## src/shared/pdio_pkg.sv

```systemverilog
// Constants and types of the parallel digital I/O port block.
// Assumes an APB master on pclk and static jumper and switch pins.
package pdio_pkg;

    ////////////////////////////////////////////////////////////////////
    // Register indices inside the 16-byte window; byte addr = 4 * index
    localparam logic [1:0] IDX_PORT_A = 2'h0;
    localparam logic [1:0] IDX_PORT_B = 2'h1;
    localparam logic [1:0] IDX_PORT_C = 2'h2;
    localparam logic [1:0] IDX_CONFIG = 2'h3;
    // Local registers, outside the emulated host window
    localparam logic [1:0] IDX_IRQ_STATUS = 2'h0;
    localparam logic [1:0] IDX_IRQ_MASK = 2'h1;
    localparam logic [1:0] IDX_STRAPS = 2'h2;

    // Address fields of paddr
    localparam int IDX_LSB = 2;
    localparam int IDX_MSB = 3;
    localparam int BASE_LSB = 4;
    localparam int BASE_MSB = 11;
    localparam int LOCAL_BIT = 12;
    localparam int TOP_ZERO_LSB = 13;

    ////////////////////////////////////////////////////////////////////
    // Configuration word: one input flag per group, mode in high nibble
    localparam int CFG_A_IN = 0;
    localparam int CFG_B_IN = 1;
    localparam int CFG_CLO_IN = 2;
    localparam int CFG_CHI_IN = 3;
    localparam int CFG_MODE_LSB = 4;
    localparam int CFG_MODE_MSB = 7;
    localparam logic [3:0] MODE_BASIC = 4'h0;
    localparam logic [7:0] CFG_RESET = 8'h0F;

    ////////////////////////////////////////////////////////////////////
    // Interrupt sources and gate line (indices into the 24 lines)
    localparam int IRQ_SRC0 = 16;
    localparam int IRQ_SRC1 = 19;
    localparam int IRQ_GATE = 23;
    localparam logic [1:0] IEN_OFF = 2'h0;
    localparam logic [1:0] IEN_PROG = 2'h1;
    localparam logic [1:0] IEN_ON = 2'h2;
    localparam logic [2:0] IRQ_LVL_MIN = 3'h2;
    localparam logic [2:0] IRQ_LVL_MAX = 3'h7;
    localparam int NUM_LVL = 6;

    typedef enum logic [1:0] {
        ST_IDLE,
        ST_WAIT,
        ST_READY
    } pdio_bus_e;

    typedef struct packed {
        logic wait_en;
        logic [2:0] level;
        logic [1:0] ien;
    } pdio_jmp_s;

endpackage

```

## src/logic/pdio_top.sv

```systemverilog
// Parallel digital I/O port block: 24 lines, APB register access,
// jumper-selected interrupt forwarding and optional bus wait state.
// Assumes pins, DIP switches and jumpers are asynchronous to pclk.
//
// Chosen here: the placing of the registers and the APB interface to the registers.
module pdio_top (
    input wire logic pclk,
    input wire logic presetn,
    input wire logic psel,
    input wire logic penable,
    input wire logic pwrite,
    input wire logic [31:0] paddr,
    input wire logic [31:0] pwdata,
    output logic [31:0] prdata,
    output logic pready,
    output logic pslverr,
    input wire logic [23:0] line_in,
    output logic [23:0] line_out,
    output logic [23:0] line_oe,
    input wire logic [7:0] base_switch,
    input wire logic wait_jumper,
    input wire logic [2:0] irq_level_jumper,
    input wire logic [1:0] irq_enable_jumper,
    output logic [pdio_pkg::NUM_LVL-1:0] host_irq,
    output logic irq
);
    localparam int NUM_LVL_O = pdio_pkg::NUM_LVL;

    typedef struct packed {
        pdio_pkg::pdio_bus_e st;
        logic pready;
        logic pslverr;
        logic [31:0] prdata;
        logic [23:0] pin_m;
        logic [23:0] pin_s;
        logic [7:0] sw_m;
        logic [7:0] sw_s;
        pdio_pkg::pdio_jmp_s jmp_m;
        pdio_pkg::pdio_jmp_s jmp_s;
        logic [1:0] ev_prev;
        logic [1:0] status;
        logic [1:0] mask;
        logic [7:0] cfg;
        logic [23:0] latch;
        logic [23:0] oe;
        logic [NUM_LVL_O-1:0] host_irq;
        logic irq;
    } pdio_state_s;

    pdio_state_s s_q;
    pdio_state_s s_d;

    ////////////////////////////////////////////////////////////////////
    // Output enables per line from the configuration word
    function automatic logic [23:0] pdio_oe_of(input logic [7:0] cfg);
        pdio_oe_of = {{4{~cfg[pdio_pkg::CFG_CHI_IN]}},
                      {4{~cfg[pdio_pkg::CFG_CLO_IN]}},
                      {8{~cfg[pdio_pkg::CFG_B_IN]}},
                      {8{~cfg[pdio_pkg::CFG_A_IN]}}};
    endfunction

    // Window hit: top bits zero, base bits match switches, not local
    function automatic logic pdio_in_window(input logic [31:0] a,
                                            input logic [7:0] sw);
        pdio_in_window = (a[31:pdio_pkg::TOP_ZERO_LSB] == '0) &&
                         !a[pdio_pkg::LOCAL_BIT] &&
                         (a[pdio_pkg::BASE_MSB:pdio_pkg::BASE_LSB] == sw);
    endfunction

    function automatic logic pdio_is_local(input logic [31:0] a);
        pdio_is_local = (a[31:pdio_pkg::TOP_ZERO_LSB] == '0) &&
                        a[pdio_pkg::LOCAL_BIT] &&
                        (a[pdio_pkg::BASE_MSB:pdio_pkg::BASE_LSB] == '0);
    endfunction

    logic setup_c;
    logic done_c;
    logic hit_c;
    logic loc_c;
    logic [1:0] idx_c;
    logic [1:0] ev_now_c;
    logic [1:0] rise_c;
    logic gate_c;
    logic req_c;
    logic [2:0] lvl_c;

    assign setup_c = psel && !penable;
    assign done_c = psel && penable && s_q.pready;
    assign hit_c = pdio_in_window(paddr, s_q.sw_s);
    assign loc_c = pdio_is_local(paddr);
    assign idx_c = paddr[pdio_pkg::IDX_MSB:pdio_pkg::IDX_LSB];
    assign ev_now_c = {s_q.pin_s[pdio_pkg::IRQ_SRC1],
                       s_q.pin_s[pdio_pkg::IRQ_SRC0]};
    assign rise_c = ev_now_c & ~s_q.ev_prev;
    assign lvl_c = s_q.jmp_s.level;

    ////////////////////////////////////////////////////////////////////
    always_comb begin
        s_d = s_q;
        gate_c = 1'b0;
        req_c = 1'b0;
        // Pin, switch and jumper synchronisers
        s_d.pin_m = line_in;
        s_d.pin_s = s_q.pin_m;
        s_d.sw_m = base_switch;
        s_d.sw_s = s_q.sw_m;
        s_d.jmp_m = '{wait_en: wait_jumper, level: irq_level_jumper,
                      ien: irq_enable_jumper};
        s_d.jmp_s = s_q.jmp_m;

        // Bus phase machine; pready is a flop so the fastest answer
        // is one cycle after the setup edge
        case (s_q.st)
            pdio_pkg::ST_IDLE: begin
                s_d.pready = 1'b0;
                if (setup_c) begin
                    if (s_q.jmp_s.wait_en && hit_c) begin
                        s_d.st = pdio_pkg::ST_WAIT;
                    end else begin
                        s_d.st = pdio_pkg::ST_READY;
                        s_d.pready = 1'b1;
                    end
                end
            end
            pdio_pkg::ST_WAIT: begin
                s_d.st = pdio_pkg::ST_READY;
                s_d.pready = 1'b1;
            end
            default: begin
                if (done_c) begin
                    s_d.st = pdio_pkg::ST_IDLE;
                    s_d.pready = 1'b0;
                end
            end
        endcase

        // Read data and error prepared while the answer is built
        if (s_d.pready && !done_c) begin
            s_d.prdata = '0;
            s_d.pslverr = 1'b0;
            if (hit_c) begin
                if (idx_c == pdio_pkg::IDX_PORT_A) begin
                    s_d.prdata[7:0] = s_q.pin_s[7:0];
                end else if (idx_c == pdio_pkg::IDX_PORT_B) begin
                    s_d.prdata[7:0] = s_q.pin_s[15:8];
                end else if (idx_c == pdio_pkg::IDX_PORT_C) begin
                    s_d.prdata[7:0] = s_q.pin_s[23:16];
                end else if (pwrite && pwdata[pdio_pkg::CFG_MODE_MSB:
                             pdio_pkg::CFG_MODE_LSB] !=
                             pdio_pkg::MODE_BASIC) begin
                    s_d.pslverr = 1'b1;
                end else begin
                    s_d.prdata = '0;
                end
            end else if (loc_c) begin
                if (idx_c == pdio_pkg::IDX_IRQ_STATUS) begin
                    s_d.prdata[1:0] = s_q.status;
                end else if (idx_c == pdio_pkg::IDX_IRQ_MASK) begin
                    s_d.prdata[1:0] = s_q.mask;
                end else if (idx_c == pdio_pkg::IDX_STRAPS) begin
                    s_d.prdata[13:0] = {s_q.jmp_s, s_q.sw_s};
                end else begin
                    s_d.pslverr = 1'b1;
                end
            end else begin
                s_d.pslverr = 1'b1;
            end
        end

        // Writes act only at the completing edge and without error
        if (done_c && pwrite && !s_q.pslverr) begin
            if (hit_c) begin
                if (idx_c == pdio_pkg::IDX_PORT_A) begin
                    s_d.latch[7:0] = pwdata[7:0];
                end else if (idx_c == pdio_pkg::IDX_PORT_B) begin
                    s_d.latch[15:8] = pwdata[7:0];
                end else if (idx_c == pdio_pkg::IDX_PORT_C) begin
                    s_d.latch[23:16] = pwdata[7:0];
                end else begin
                    // New direction clears latches, so no stale drive
                    s_d.cfg = pwdata[7:0];
                    s_d.latch = '0;
                end
            end else if (loc_c) begin
                if (idx_c == pdio_pkg::IDX_IRQ_MASK) begin
                    s_d.mask = pwdata[1:0];
                end
            end
        end
        s_d.oe = pdio_oe_of(s_d.cfg);

        // Sticky events; a new edge wins over a clear
        s_d.ev_prev = ev_now_c;
        if (done_c && pwrite && loc_c &&
            idx_c == pdio_pkg::IDX_IRQ_STATUS) begin
            s_d.status = s_q.status & ~pwdata[1:0];
        end
        s_d.status = s_d.status | rise_c;

        if (s_q.jmp_s.ien == pdio_pkg::IEN_ON) begin
            gate_c = 1'b1;
        end else if (s_q.jmp_s.ien == pdio_pkg::IEN_PROG) begin
            gate_c = s_q.pin_s[pdio_pkg::IRQ_GATE];
        end
        req_c = gate_c && |(s_q.status & s_q.mask);
        s_d.irq = req_c;
        s_d.host_irq = '0;
        for (int i = 0; i < NUM_LVL_O; i++) begin
            if (req_c && lvl_c >= pdio_pkg::IRQ_LVL_MIN &&
                lvl_c - pdio_pkg::IRQ_LVL_MIN == 3'(i)) begin
                s_d.host_irq[i] = 1'b1;
            end
        end
    end

    always_ff @(posedge pclk or negedge presetn) begin
        if (!presetn) begin
            s_q <= '0;
            s_q.st <= pdio_pkg::ST_IDLE;
            s_q.cfg <= pdio_pkg::CFG_RESET;
        end else begin
            s_q <= s_d;
        end
    end

    assign prdata = s_q.prdata;
    assign pready = s_q.pready;
    assign pslverr = s_q.pslverr;
    assign line_out = s_q.latch;
    assign line_oe = s_q.oe;
    assign host_irq = s_q.host_irq;
    assign irq = s_q.irq;
endmodule

```

## config.mk

```make
export PLATFORM = sky130hd
export DESIGN_NAME = pdio_top
export DESIGN_NICKNAME = d
export VERILOG_FILES = /design/src/shared/pdio_pkg.sv /design/src/logic/pdio_top.sv
export SDC_FILE = /design/constraint.sdc
export NUM_CORES = 1
export LEC_CHECK = 0
export ABC_AREA = 1
export BUFFER_PORTS_ARGS = -buffer_cell sky130_fd_sc_hd__buf_2
export CAP_MARGIN = 25
export CORE_MARGIN = 3
export CORE_UTILIZATION = 43
export DETAILED_ROUTE_END_ITERATION = 6
export HOLD_SLACK_MARGIN = 0.06
export PLACE_DENSITY = 0.72
export SYNTH_ARGS = -nofsm -noshare
export SYNTH_HDL_FRONTEND = slang
export SYNTH_SLANG_ARGS = --single-unit
```

## constraint.sdc

```tcl
create_clock -name pclk -period 2.6 [get_ports pclk]
set_input_delay 0.13 -clock pclk [delete_from_list [all_inputs] [get_ports pclk]]
set_output_delay 0.13 -clock pclk [all_outputs]
set_load 0.005 [all_outputs]
```

==> results of run 1 <==
-- state kept, by name, indices dropped and copies added, names as in the netlist --
signal    cells
ev_now_c      2
host_irq      6
irq           1
line_oe       4
line_out     24
lvl_c         3
prdata       14
pready        1
pslverr       1
s_d          38
s_q          45
-- synth_stat cells, types with 5 or more instances --
master | count | area [um2]
a21oi_1 | 16 | 80.08
buf_4 | 86 | 645.6
clkbuf_1 | 5 | 18.77
dfrtp_1 | 135 | 3378
ha_1 | 5 | 62.56
inv_1 | 45 | 168.9
nand2_1 | 140 | 525.5
nand3_1 | 30 | 150.1
nand4_1 | 6 | 37.54
nor2_1 | 35 | 131.4
nor3_1 | 8 | 40.04
o21ai_0 | 12 | 60.06
o21ai_2 | 28 | 245.2
-- per-layer routing --
layer	vias to the layer above	part of all wire, %	routed length [um]
met5	-	0.086	11
met1	2017	39	5064
met2	154	52	6688
met4	2	2.3	301
met3	32	6.1	783
li1	2047	-	-
-- how the worst max path moves through the flow --
stage                  start  cells after the start  slack, ns           end
floorplan            s_q[85]                     11       1.11  line_out[22]
global placement    paddr[2]                      9       0.73     prdata[6]
detailed placement  paddr[2]                      9       0.62     prdata[5]
CTS                  s_q[82]                     12       0.81     prdata[0]
global route         s_q[82]                     12       0.59    prdata[10]
finish                pready                      7       0.82  line_out[18]
-- power breakdown --
part           total, mW  switching (mW)  internal (mW)  leakage [nW]
Clock               2.39           0.865           1.53         0.283
Combinational      0.425           0.257          0.168          1.92
Sequential          2.30          0.0476           2.25          1.72
Total               5.12            1.17           3.95          3.92
-- worst reg2reg max path, cell delays in order (launching register included) --
cell	delay (ns)
dfrtp_1	0.41
nand3_4	0.24
nor3_2	0.22
inv_1	0.13
nor2_8	0.20
nand3_4	0.24
nand2_1	0.16
o21ai_2	0.06
-- logic make-up (layout without fill, tap and decap cells) --
kind of cell | Yosys count | count (layout) | synth area share, %
AND/OR/NAND/NOR | 240 | 240 | 18.32
buffers and inverters | 151 | 285 | 15.59
flip-flops | 139 | 139 | 58.10
AO/OA/AOI/OAI | 60 | 60 | 6.887
adder cells (fa/ha/maj) | 5 | 5 | 1.043
other | 1 | 18 | 0.06254
-- final cells by class --
type                            instances  area [um2]  share of cell area, %
Inverter                               50       187.7                  2.532
Multi-Input combinational cell        323        1642                  22.15
Sequential cell                       139        3483                  47.00
Clock buffer                           21       450.4                  6.078
Clock inverter                         11       145.1                  1.958
Timing Repair Buffer                  203        1282                  17.31
Tap cell                              176       220.2                  2.971
==> flow_metrics.py, run 1 <==
metrics = {
    "setup_path": {
        "path_common_cell": "nand3_4",
        "reg2reg_depth": 7,
        "cp_max_fo": 19,
        "cp.arrival_ns": 2.08,
        "cp_top_family": "simple AND/OR/NAND/NOR gates",
        "cp.required_ns": 2.89,
        "crit_type": "reg2reg",
        "crit_path_max_incr_delay_ns": 0.41,
        "r2r_slack_ns": 0.82,
        "r2r_start": "pready",
        "crit_path_start_kind": "flop",
        "slowest_stage": "dfrtp_1",
        "crit_buf_inv": 1,
        "crit_path_end_kind": "flop",
        "worstReg2RegEnd": "line_out[18]",
        "worstPathCellList": "nand3_4, nor3_2, inv_1, nor2_8, nand3_4, nand2_1, o21ai_2",
    },
    "synth": {
        "synthesis.area_mm2": 0.005996,
        "synth-edff-count": 0,
        "syn_avg_cell_area_um2": 10.06,
        "synth_cells": 596,
        "ys.flop_type": "dfrtp_1",
        "ys_seq_area_share_pct": 58.10,
        "synthArstFlopShare_pct": 100.0,
        "yosysWarnings": 0,
        "ys_types": 33,
        "ys_ff_latch": 139,
    },
    "cells_and_area": {
        "final_util_pct": 55.09,
        "n_fill_cell": 1144,
        "diodes": 0,
        "layout_commonest_cell": "buf_2",
        "synthToLayoutAreaGrowth_pct": 23.60,
        "final_area_mm2": 0.007411,
        "fin_nets": 846,
        "final_cell_mix": "buf_2, nand2_1, dfrtp_1",
        "fin_cells": 923,
        "drive_above_1_share_pct": 31.86,
    },
    "grt": {
        "grt_max_degree": 75,
        "antenna_found_initial": 1,
        "grtUsageMet3_pct": 4.859,
        "grtUsageMet2_pct": 30.88,
        "grtUsageTotal_pct": 17.99,
        "overflow": 0,
        "grt_pass1_vias": 4368,
        "grt.busiest_layer": "met2",
        "grt_pass1_wl_mm": 21.11,
        "use_met1_pct": 21.45,
    },
    "sta": {
        "timing.final.crit_share_pct": 68.62,
        "finalCriticalPeriod_ns": 1.784,
        "setup_tns_ns": 0,
        "finalMaxSlewViolations": 0,
        "hold_viol": 0,
        "setup_viol": 0,
        "max_slew_margin_pct": 54.89,
        "clock.fmax_ghz": 0.5605,
        "rsz0062_at_grt": "no",
        "fin_skew_ns": 0.005923,
        "setup_slack_ns": 0.8159,
        "tightest_slew_ns": 0.6767,
        "whs_ns": 0.08730,
    },
    "place": {
        "placed_cells_incl_taps": 844,
        "placed_cell_area_mm2": 0.006345,
        "place_worst_setup_slack_ns": 0.6202,
        "place_congestion": 0.8394,
        "post-dp-hpwl_mm": 8.899,
        "port_buffers": 151,
    },
    "hold_path": {
        "hp-start": "penable",
        "whs_path_depth": 4,
        "holdPathEnd": "s_q[179]",
        "hold_class": "in2reg",
    },
    "route": {
        "drt_iter0_markers": 251,
        "drc": 0,
        "routedWlPerCell_um": 13.92,
        "first_pass_iters": 4,
        "drt_wl_total_mm": 12.85,
        "ant_nets": 0,
        "vias": 4252,
        "viasPerCell": 4.607,
    },
    "cts": {
        "cts-resized-gates": 0,
        "cts_tree": "built",
        "clk_latency_ns": 0.41,
        "hold_buffers": 47,
        "clk_pin_slew_ns": 0.06,
        "cts.path.max_buffers": 2,
        "cts_setup_buffers": 0,
        "cts_buffers": 17,
        "cts_root_buf": "clkbuf_16",
        "clock_sinks": 139,
        "htree_levels": 4,
    },
    "pwr": {
        "powerDensity_mw_per_mm2": 690.6,
        "p_total_mw": 5.118,
        "p_leak_nw": 3.918,
        "vdd_ir_drop_max_v": 0.0004797,
    },
    "outcome": {
        "status": "finished, final reports clean",
    },
    "floorplan": {
        "pin_count": 196,
        "rows": 42,
        "die_h_um": 124.1,
        "die_w_um": 124.1,
        "die-area_mm2": 0.01540,
        "core_area_mm2": 0.01345,
        "initial_core_util_pct": 44.57,
    },
    "flow_run": {
        "max-cap-violations": 0,
    },
}
Note: power is estimated with default switching activity, not from simulation.
==> run 2, diff against run 1 <==
--- a/config.mk
+++ b/config.mk
@@ -5,7 +5,7 @@
 export SDC_FILE = /design/constraint.sdc
 export NUM_CORES = 1
 export LEC_CHECK = 0
-export ABC_AREA = 1
+export ABC_AREA = 0
 export BUFFER_PORTS_ARGS = -buffer_cell sky130_fd_sc_hd__buf_2
 export CAP_MARGIN = 25
 export CORE_MARGIN = 3
==> constraint.sdc (replaced) <==
create_clock -name pclk -period 1.7 [get_ports pclk]
set_input_delay 0.085 -clock pclk [delete_from_list [all_inputs] [get_ports pclk]]
set_output_delay 0.085 -clock pclk [all_outputs]
set_load 0.005 [all_outputs]
==> run 2 against run 1 <==
Compared with the run above: the flow now finishes with violations (setup timing); wire length is 1.1% lower; register-to-register slack got worse by 1.2 ns; utilization is 4.5 points higher; sequential power up 51%; synthesized cell count decreased by 20%; first-iteration DRC count decreased by 38%; sequential share of layout area fell by 1.6 points; sequential cell count unchanged; power is 57% higher; via count shrank 9.3%; area after synthesis fell by 3.7%; critical endpoint is now prdata[7]; largest cell class unchanged.
==> flow_metrics.py, run 2 <==
metrics = {
    "cells_and_area": {
        "diodes": 0,
        "final_cell_mix": "buf_2, dfrtp_1, dlygate4sd3_1",
        "fin_nets": 760,
        "largest_register": "s_q",
        "layout_commonest_cell": "buf_2",
        "drive_above_1_share_pct": 38.58,
        "n_fill_cell": 966,
        "synthToLayoutAreaGrowth_pct": 32.83,
        "largest_reg_flops": 45,
        "final_util_pct": 59.57,
    },
    "synth": {
        "synth_top_cells_by_count": "dfrtp_1, buf_4, nand2_1, inv_1, mux2i_1",
        "ys_seq_area_share_pct": 60.33,
        "syn_avg_cell_area_um2": 12.16,
        "synth_area_leaders": "dfrtp_1, buf_4, mux2i_1",
        "synth-edff-count": 0,
        "yosysTopAreaCellShare_pct": 58.50,
        "yosysMostFrequentCell": "dfrtp_1",
        "synthesis.area_mm2": 0.005774,
        "synth_top_area_cell": "dfrtp_1",
        "synth_cells": 475,
        "ys.flop_type": "dfrtp_1",
        "yosysWarnings": 0,
        "synthArstFlopShare_pct": 100.0,
        "ys_ff_latch": 139,
        "ys_types": 42,
    },
    "cts": {
        "cts_buffers": 17,
        "cts.path.max_buffers": 2,
        "clk_pin_slew_ns": 0.06,
        "cts_tree": "built",
        "clock_sinks": 139,
        "clk_latency_ns": 0.41,
        "htree_levels": 4,
        "cts_root_buf": "clkbuf_16",
    },
    "pwr": {
        "p_sw_mw": 1.865,
        "p_leak_nw": 3.851,
        "switching_share_pct": 23.25,
        "powerDensity_mw_per_mm2": 1046,
        "p_int_mw": 6.157,
        "pwr-share-seq_pct": 43.4,
        "p_comb_share_pct": 9.1,
        "vdd_ir_drop_max_v": 0.0006899,
        "clockPowerShare_pct": 47.6,
    },
    "sta": {
        "tightest_slew_ns": 0.7359,
        "fin_skew_ns": 0.005788,
        "setup_viol": 50,
        "finalMaxSlewViolations": 0,
        "max_slew_margin_pct": 50.84,
        "whs_ns": 0.1025,
        "finalCriticalPeriod_ns": 2.069,
        "rsz0062_at_grt": "yes",
        "setup_slack_ns": -0.3689,
        "hold_viol": 0,
        "clock.fmax_ghz": 0.4834,
        "timing.final.crit_share_pct": 121.7,
    },
    "hold_path": {
        "hp-start": "penable",
        "hold_class": "in2reg",
    },
    "place": {
        "place_congestion": 0.8021,
        "port_buffers": 151,
        "post-dp-hpwl_mm": 8.656,
    },
    "grt": {
        "antenna_found_initial": 0,
        "grt_pass1_vias": 4078,
        "grtUsageTotal_pct": 17.77,
        "grt_pass1_wl_mm": 20.13,
        "grt_max_degree": 64,
        "overflow": 0,
    },
    "floorplan": {
        "die_h_um": 121.9,
        "die_w_um": 121.9,
        "pin_count": 196,
        "rows": 41,
        "initial_core_util_pct": 44.85,
        "die-area_mm2": 0.01485,
        "core_area_mm2": 0.01288,
    },
    "route": {
        "vias": 3855,
        "viasPerCell": 4.628,
        "ant_nets": 0,
        "drt_wl_total_mm": 12.71,
        "drt_iter0_markers": 155,
        "routedWlPerCell_um": 15.25,
        "first_pass_iters": 4,
        "drc": 0,
    },
    "setup_path": {
        "cp_max_fo": 7,
        "crit_type": "reg2reg",
        "cp.arrival_ns": 2.36,
        "cp.required_ns": 1.99,
        "crit_path_end_kind": "flop",
        "r2r_start": "s_q[87]",
        "startpoint": "s_q[87]",
        "crit_path_start_kind": "flop",
    },
    "outcome": {
        "status": "complete, but fails checks",
        "violations": "setup timing",
    },
    "flow_run": {
        "max-cap-violations": 0,
    },
}
run 2: area by class of cell:
class,count,area [um2],share of cell area (%)
flip-flops and latches,139,3483,45.42
repair buffers,236,1659,21.63
multi-input cells,217,1559,20.33
clock buffers,19,432.9,5.644
well taps,172,215.2,2.806
clock inverters,13,181.4,2.365
inverters,37,138.9,1.811
run 2: power by group through the flow:
| stage | Sequential [mW] | Combinational (mW) | Clock [mW] |
|---|---|---|---|
| floorplan | 3.53 | 0.312 | 0 |
| global placement | 3.53 | 0.573 | 0 |
| detailed placement | 3.54 | 0.589 | 0 |
| CTS | 3.48 | 0.692 | 3.87 |
| global route | 3.49 | 0.798 | 4.03 |
| finish | 3.48 | 0.727 | 3.82 |
run 2: path summary, 6_finish.rpt:
kind,end,slack (ns),cells after the start
hold reg to reg,lvl_c[1],0.34,0
setup reg to reg,prdata[7],-0.37,7
min in group asynchronous,line_out[11],0.14,2
max in group asynchronous,s_q[88],0.92,3
setup / recovery,prdata[7],-0.37,7
hold / removal,pready,0.10,4
run 2: logic make-up after synthesis:
kind of cell | after synthesis | share of synthesized area (%)
and+or+nand+nor | 97 | 9.165
AOI/OAI and AO/OA | 47 | 5.244
xor gates and xnor gates | 8 | 1.213
adders and majority gates | 5 | 1.083
DFF | 139 | 60.33
buffers and inverters | 136 | 15.02
muxes | 42 | 7.887
other | 1 | 0.06494
run 2: per-stage QoR:
| stage | std cells | instance area (um2) | power, mW | setup slack [ns] | setup TNS [ns] |
|---|---|---|---|---|---|
| after CTS | 830 | 7546 | 8.038 | -0.3756 | -15.40 |
| final | 833 | 7670 | 8.022 | -0.3689 | -14.00 |
| after floorplan | 492 | 5843 | 3.839 | -0.3918 | -9.497 |
| after global routing | 833 | 7670 | 8.316 | -0.4897 | -18.52 |
| after global placement | 747 | 6412 | 4.101 | -0.3641 | -13.69 |
| after detailed placement | 747 | 6412 | 4.126 | -0.4369 | -16.36 |
run 2: what timing repair did:
action | in CTS | in global routing
gates resized for setup | 2 | 22
pin swaps | 0 | 1
cloned | 0 | 1
endpoints found under the setup margin | 50 | 50
hold buffers | 48 | 0
hold endpoints to repair | 209 | 0
buffers inserted | 3 | 2
run 2: layer usage:
metal | part of all wire, % | GRT usage, % | routed length, um
met2 | 52 | 31.25 | 6629
met1 | 39 | 19.84 | 4942
met5 | 0 | 0 | 0
met4 | 2.4 | 7.983 | 310
met3 | 6.5 | 5.385 | 824
run 2: worst max-delay path: stages (launching register included):
cell	delay [ns]
dfrtp_1	0.40
xnor2_1	0.14
nand3_1	0.09
or4_4	0.57
nor2_8	0.13
a31o_4	0.19
buf_12	0.13
mux2_4	0.30
==> run 3, diff against run 2 <==
==> constraint.sdc (replaced) <==
create_clock -name pclk -period 1.7 [get_ports pclk]
set_input_delay 0.085 -clock pclk [delete_from_list [all_inputs] [get_ports pclk]]
set_output_delay 0.085 -clock pclk [all_outputs]
set_load 0.05 [all_outputs]
==> run 3 against run 2 <==
Compared with the run above: the flow still finishes with violations (setup timing); maximum frequency fell by 1.4%; utilization fell by 0.63 points; worst hold slack got worse by 0.0023 ns; clock power fell by 3%; first-iteration DRC count fell by 5.8%; critical path depth did not move; non-clock buffer count fell by 3; wire length fell by 3.5%; global-route usage fell by 0.33 points; largest power group unchanged; highest routed layer unchanged.
==> flow_metrics.py, run 3 (synthesis results as in run 2) <==
metrics = {
    "outcome": {
        "status": "complete, but fails checks",
        "violations": "setup timing",
    },
    "setup_path": {
        "cp_top_family": "simple AND/OR/NAND/NOR gates",
        "crit_type": "reg2reg",
        "crit_path_max_incr_delay_ns": 0.56,
        "r2r_slack_ns": -0.40,
        "slowest_stage": "or4_4",
        "worstReg2RegEnd": "prdata[4]",
        "cp_max_fo": 7,
        "crit_path_end_kind": "flop",
        "r2r_start": "s_q[86]",
        "crit_buf_inv": 1,
        "cp.depth": 7,
        "startpoint": "s_q[86]",
        "reg2reg_depth": 7,
        "worstPathCellList": "xnor2_1, nand3_1, or4_4, nor2_8, a31o_4, buf_12, mux2_4",
        "cp.required_ns": 1.99,
        "crit_path_start_kind": "flop",
        "cp.arrival_ns": 2.39,
    },
    "cells_and_area": {
        "largest_reg_flops": 45,
        "diodes": 0,
        "fin_cells": 830,
        "final_area_mm2": 0.007589,
        "fin_nets": 757,
        "largest_register": "s_q",
        "final_util_pct": 58.94,
        "final_cell_mix": "buf_2, dfrtp_1, dlygate4sd3_1",
        "synthToLayoutAreaGrowth_pct": 31.42,
        "layout_commonest_cell": "buf_2",
        "drive_above_1_share_pct": 37.54,
    },
    "pwr": {
        "p_sw_mw": 1.957,
        "p_int_mw": 6.038,
        "switching_share_pct": 24.48,
        "p_comb_share_pct": 10.3,
        "clockPowerShare_pct": 46.2,
        "powerDensity_mw_per_mm2": 1054,
        "p_total_mw": 7.995,
        "p_leak_nw": 3.800,
        "pwr-share-seq_pct": 43.5,
        "vdd_ir_drop_max_v": 0.0007143,
    },
    "hold_path": {
        "hp-start": "penable",
        "holdPathEnd": "s_q[179]",
        "whs_path_depth": 4,
        "hold_class": "in2reg",
    },
    "floorplan": {
        "die_w_um": 121.9,
        "initial_core_util_pct": 44.85,
        "die_h_um": 121.9,
        "die-area_mm2": 0.01485,
        "core_area_mm2": 0.01288,
        "rows": 41,
        "pin_count": 196,
    },
    "place": {
        "placed_cell_area_mm2": 0.006339,
        "post-dp-hpwl_mm": 8.358,
        "place_congestion": 0.8009,
        "place_worst_setup_slack_ns": -0.4541,
        "placed_cells_incl_taps": 740,
        "port_buffers": 151,
    },
    "route": {
        "drt_iter0_markers": 146,
        "drt_wl_total_mm": 12.26,
        "routedWlPerCell_um": 14.77,
        "vias": 3808,
        "ant_nets": 0,
        "first_pass_iters": 4,
        "viasPerCell": 4.588,
        "drc": 0,
    },
    "sta": {
        "timing.final.crit_share_pct": 123.4,
        "finalCriticalPeriod_ns": 2.098,
        "whs_ns": 0.1002,
        "rsz0062_at_grt": "yes",
        "tightest_slew_ns": 0.7196,
        "setup_tns_ns": -15.58,
        "finalMaxSlewViolations": 0,
        "clock.fmax_ghz": 0.4767,
        "setup_viol": 50,
        "setup_slack_ns": -0.3979,
        "hold_viol": 0,
        "max_slew_margin_pct": 51.93,
        "fin_skew_ns": 0.01073,
    },
    "grt": {
        "grt_pass1_wl_mm": 19.69,
        "grt_max_degree": 50,
        "grt_pass1_vias": 3965,
        "overflow": 0,
        "antenna_found_initial": 0,
        "grtUsageTotal_pct": 17.43,
    },
    "cts": {
        "cts_tree": "built",
        "cts_buffers": 17,
        "cts.path.max_buffers": 2,
        "clk_latency_ns": 0.42,
        "clk_pin_slew_ns": 0.06,
        "clock_sinks": 139,
        "htree_levels": 4,
        "cts_root_buf": "clkbuf_16",
    },
    "flow_run": {
        "max-cap-violations": 0,
    },
}
run 3: layer usage:
metal / routed length [um] / vias up / track usage [%]
met1: 5130 / 1833 / 21.39
met5: 0 / - / 0
met4: 349 / 0 / 8.543
li1: - / 1799 / -
met2: 6062 / 152 / 28.45
met3: 712 / 24 / 4.875
run 3: how the worst max path moves through the flow:
stage	endpoint	slack (ns)
finish	prdata[4]	-0.40
global route	line_out[1]	-0.49
CTS	line_out[1]	-0.41
detailed placement	prdata[11]	-0.45
global placement	prdata[7]	-0.36
floorplan	prdata[3]	-0.39
run 3: timing repair:
item / CTS / global route
hold buffers: 52 / 0
endpoints found under the setup margin: 50 / 50
hold endpoints to repair: 208 / 0
pin swaps: 2 / 2
setup buffers: 4 / 3
gates cloned: 0 / 0
gates resized for setup: 16 / 5
run 3: power groups by stage:
stage	Combinational, mW	Sequential (mW)	Clock (mW)
after floorplan	0.394	3.56	0
after global placement	0.668	3.53	0
after detailed placement	0.683	3.53	0
after CTS	0.821	3.48	3.76
after global routing	0.897	3.49	3.92
final	0.824	3.48	3.70
run 3: layout make-up:
cell class	count	area, um2
flip-flops and latches	139	3485
clock inverters	13	157.7
multi-input cells	217	1545
clock buffers	19	442.9
inverters	37	138.9
fillers	1021	5288
well taps	172	215.2
repair buffers	233	1604
run 3: worst min-delay path, stage by stage:
cell and delay (ns):
buf_2 0.11, or3b_2 0.13, buf_4 0.11, o31ai_2 0.05
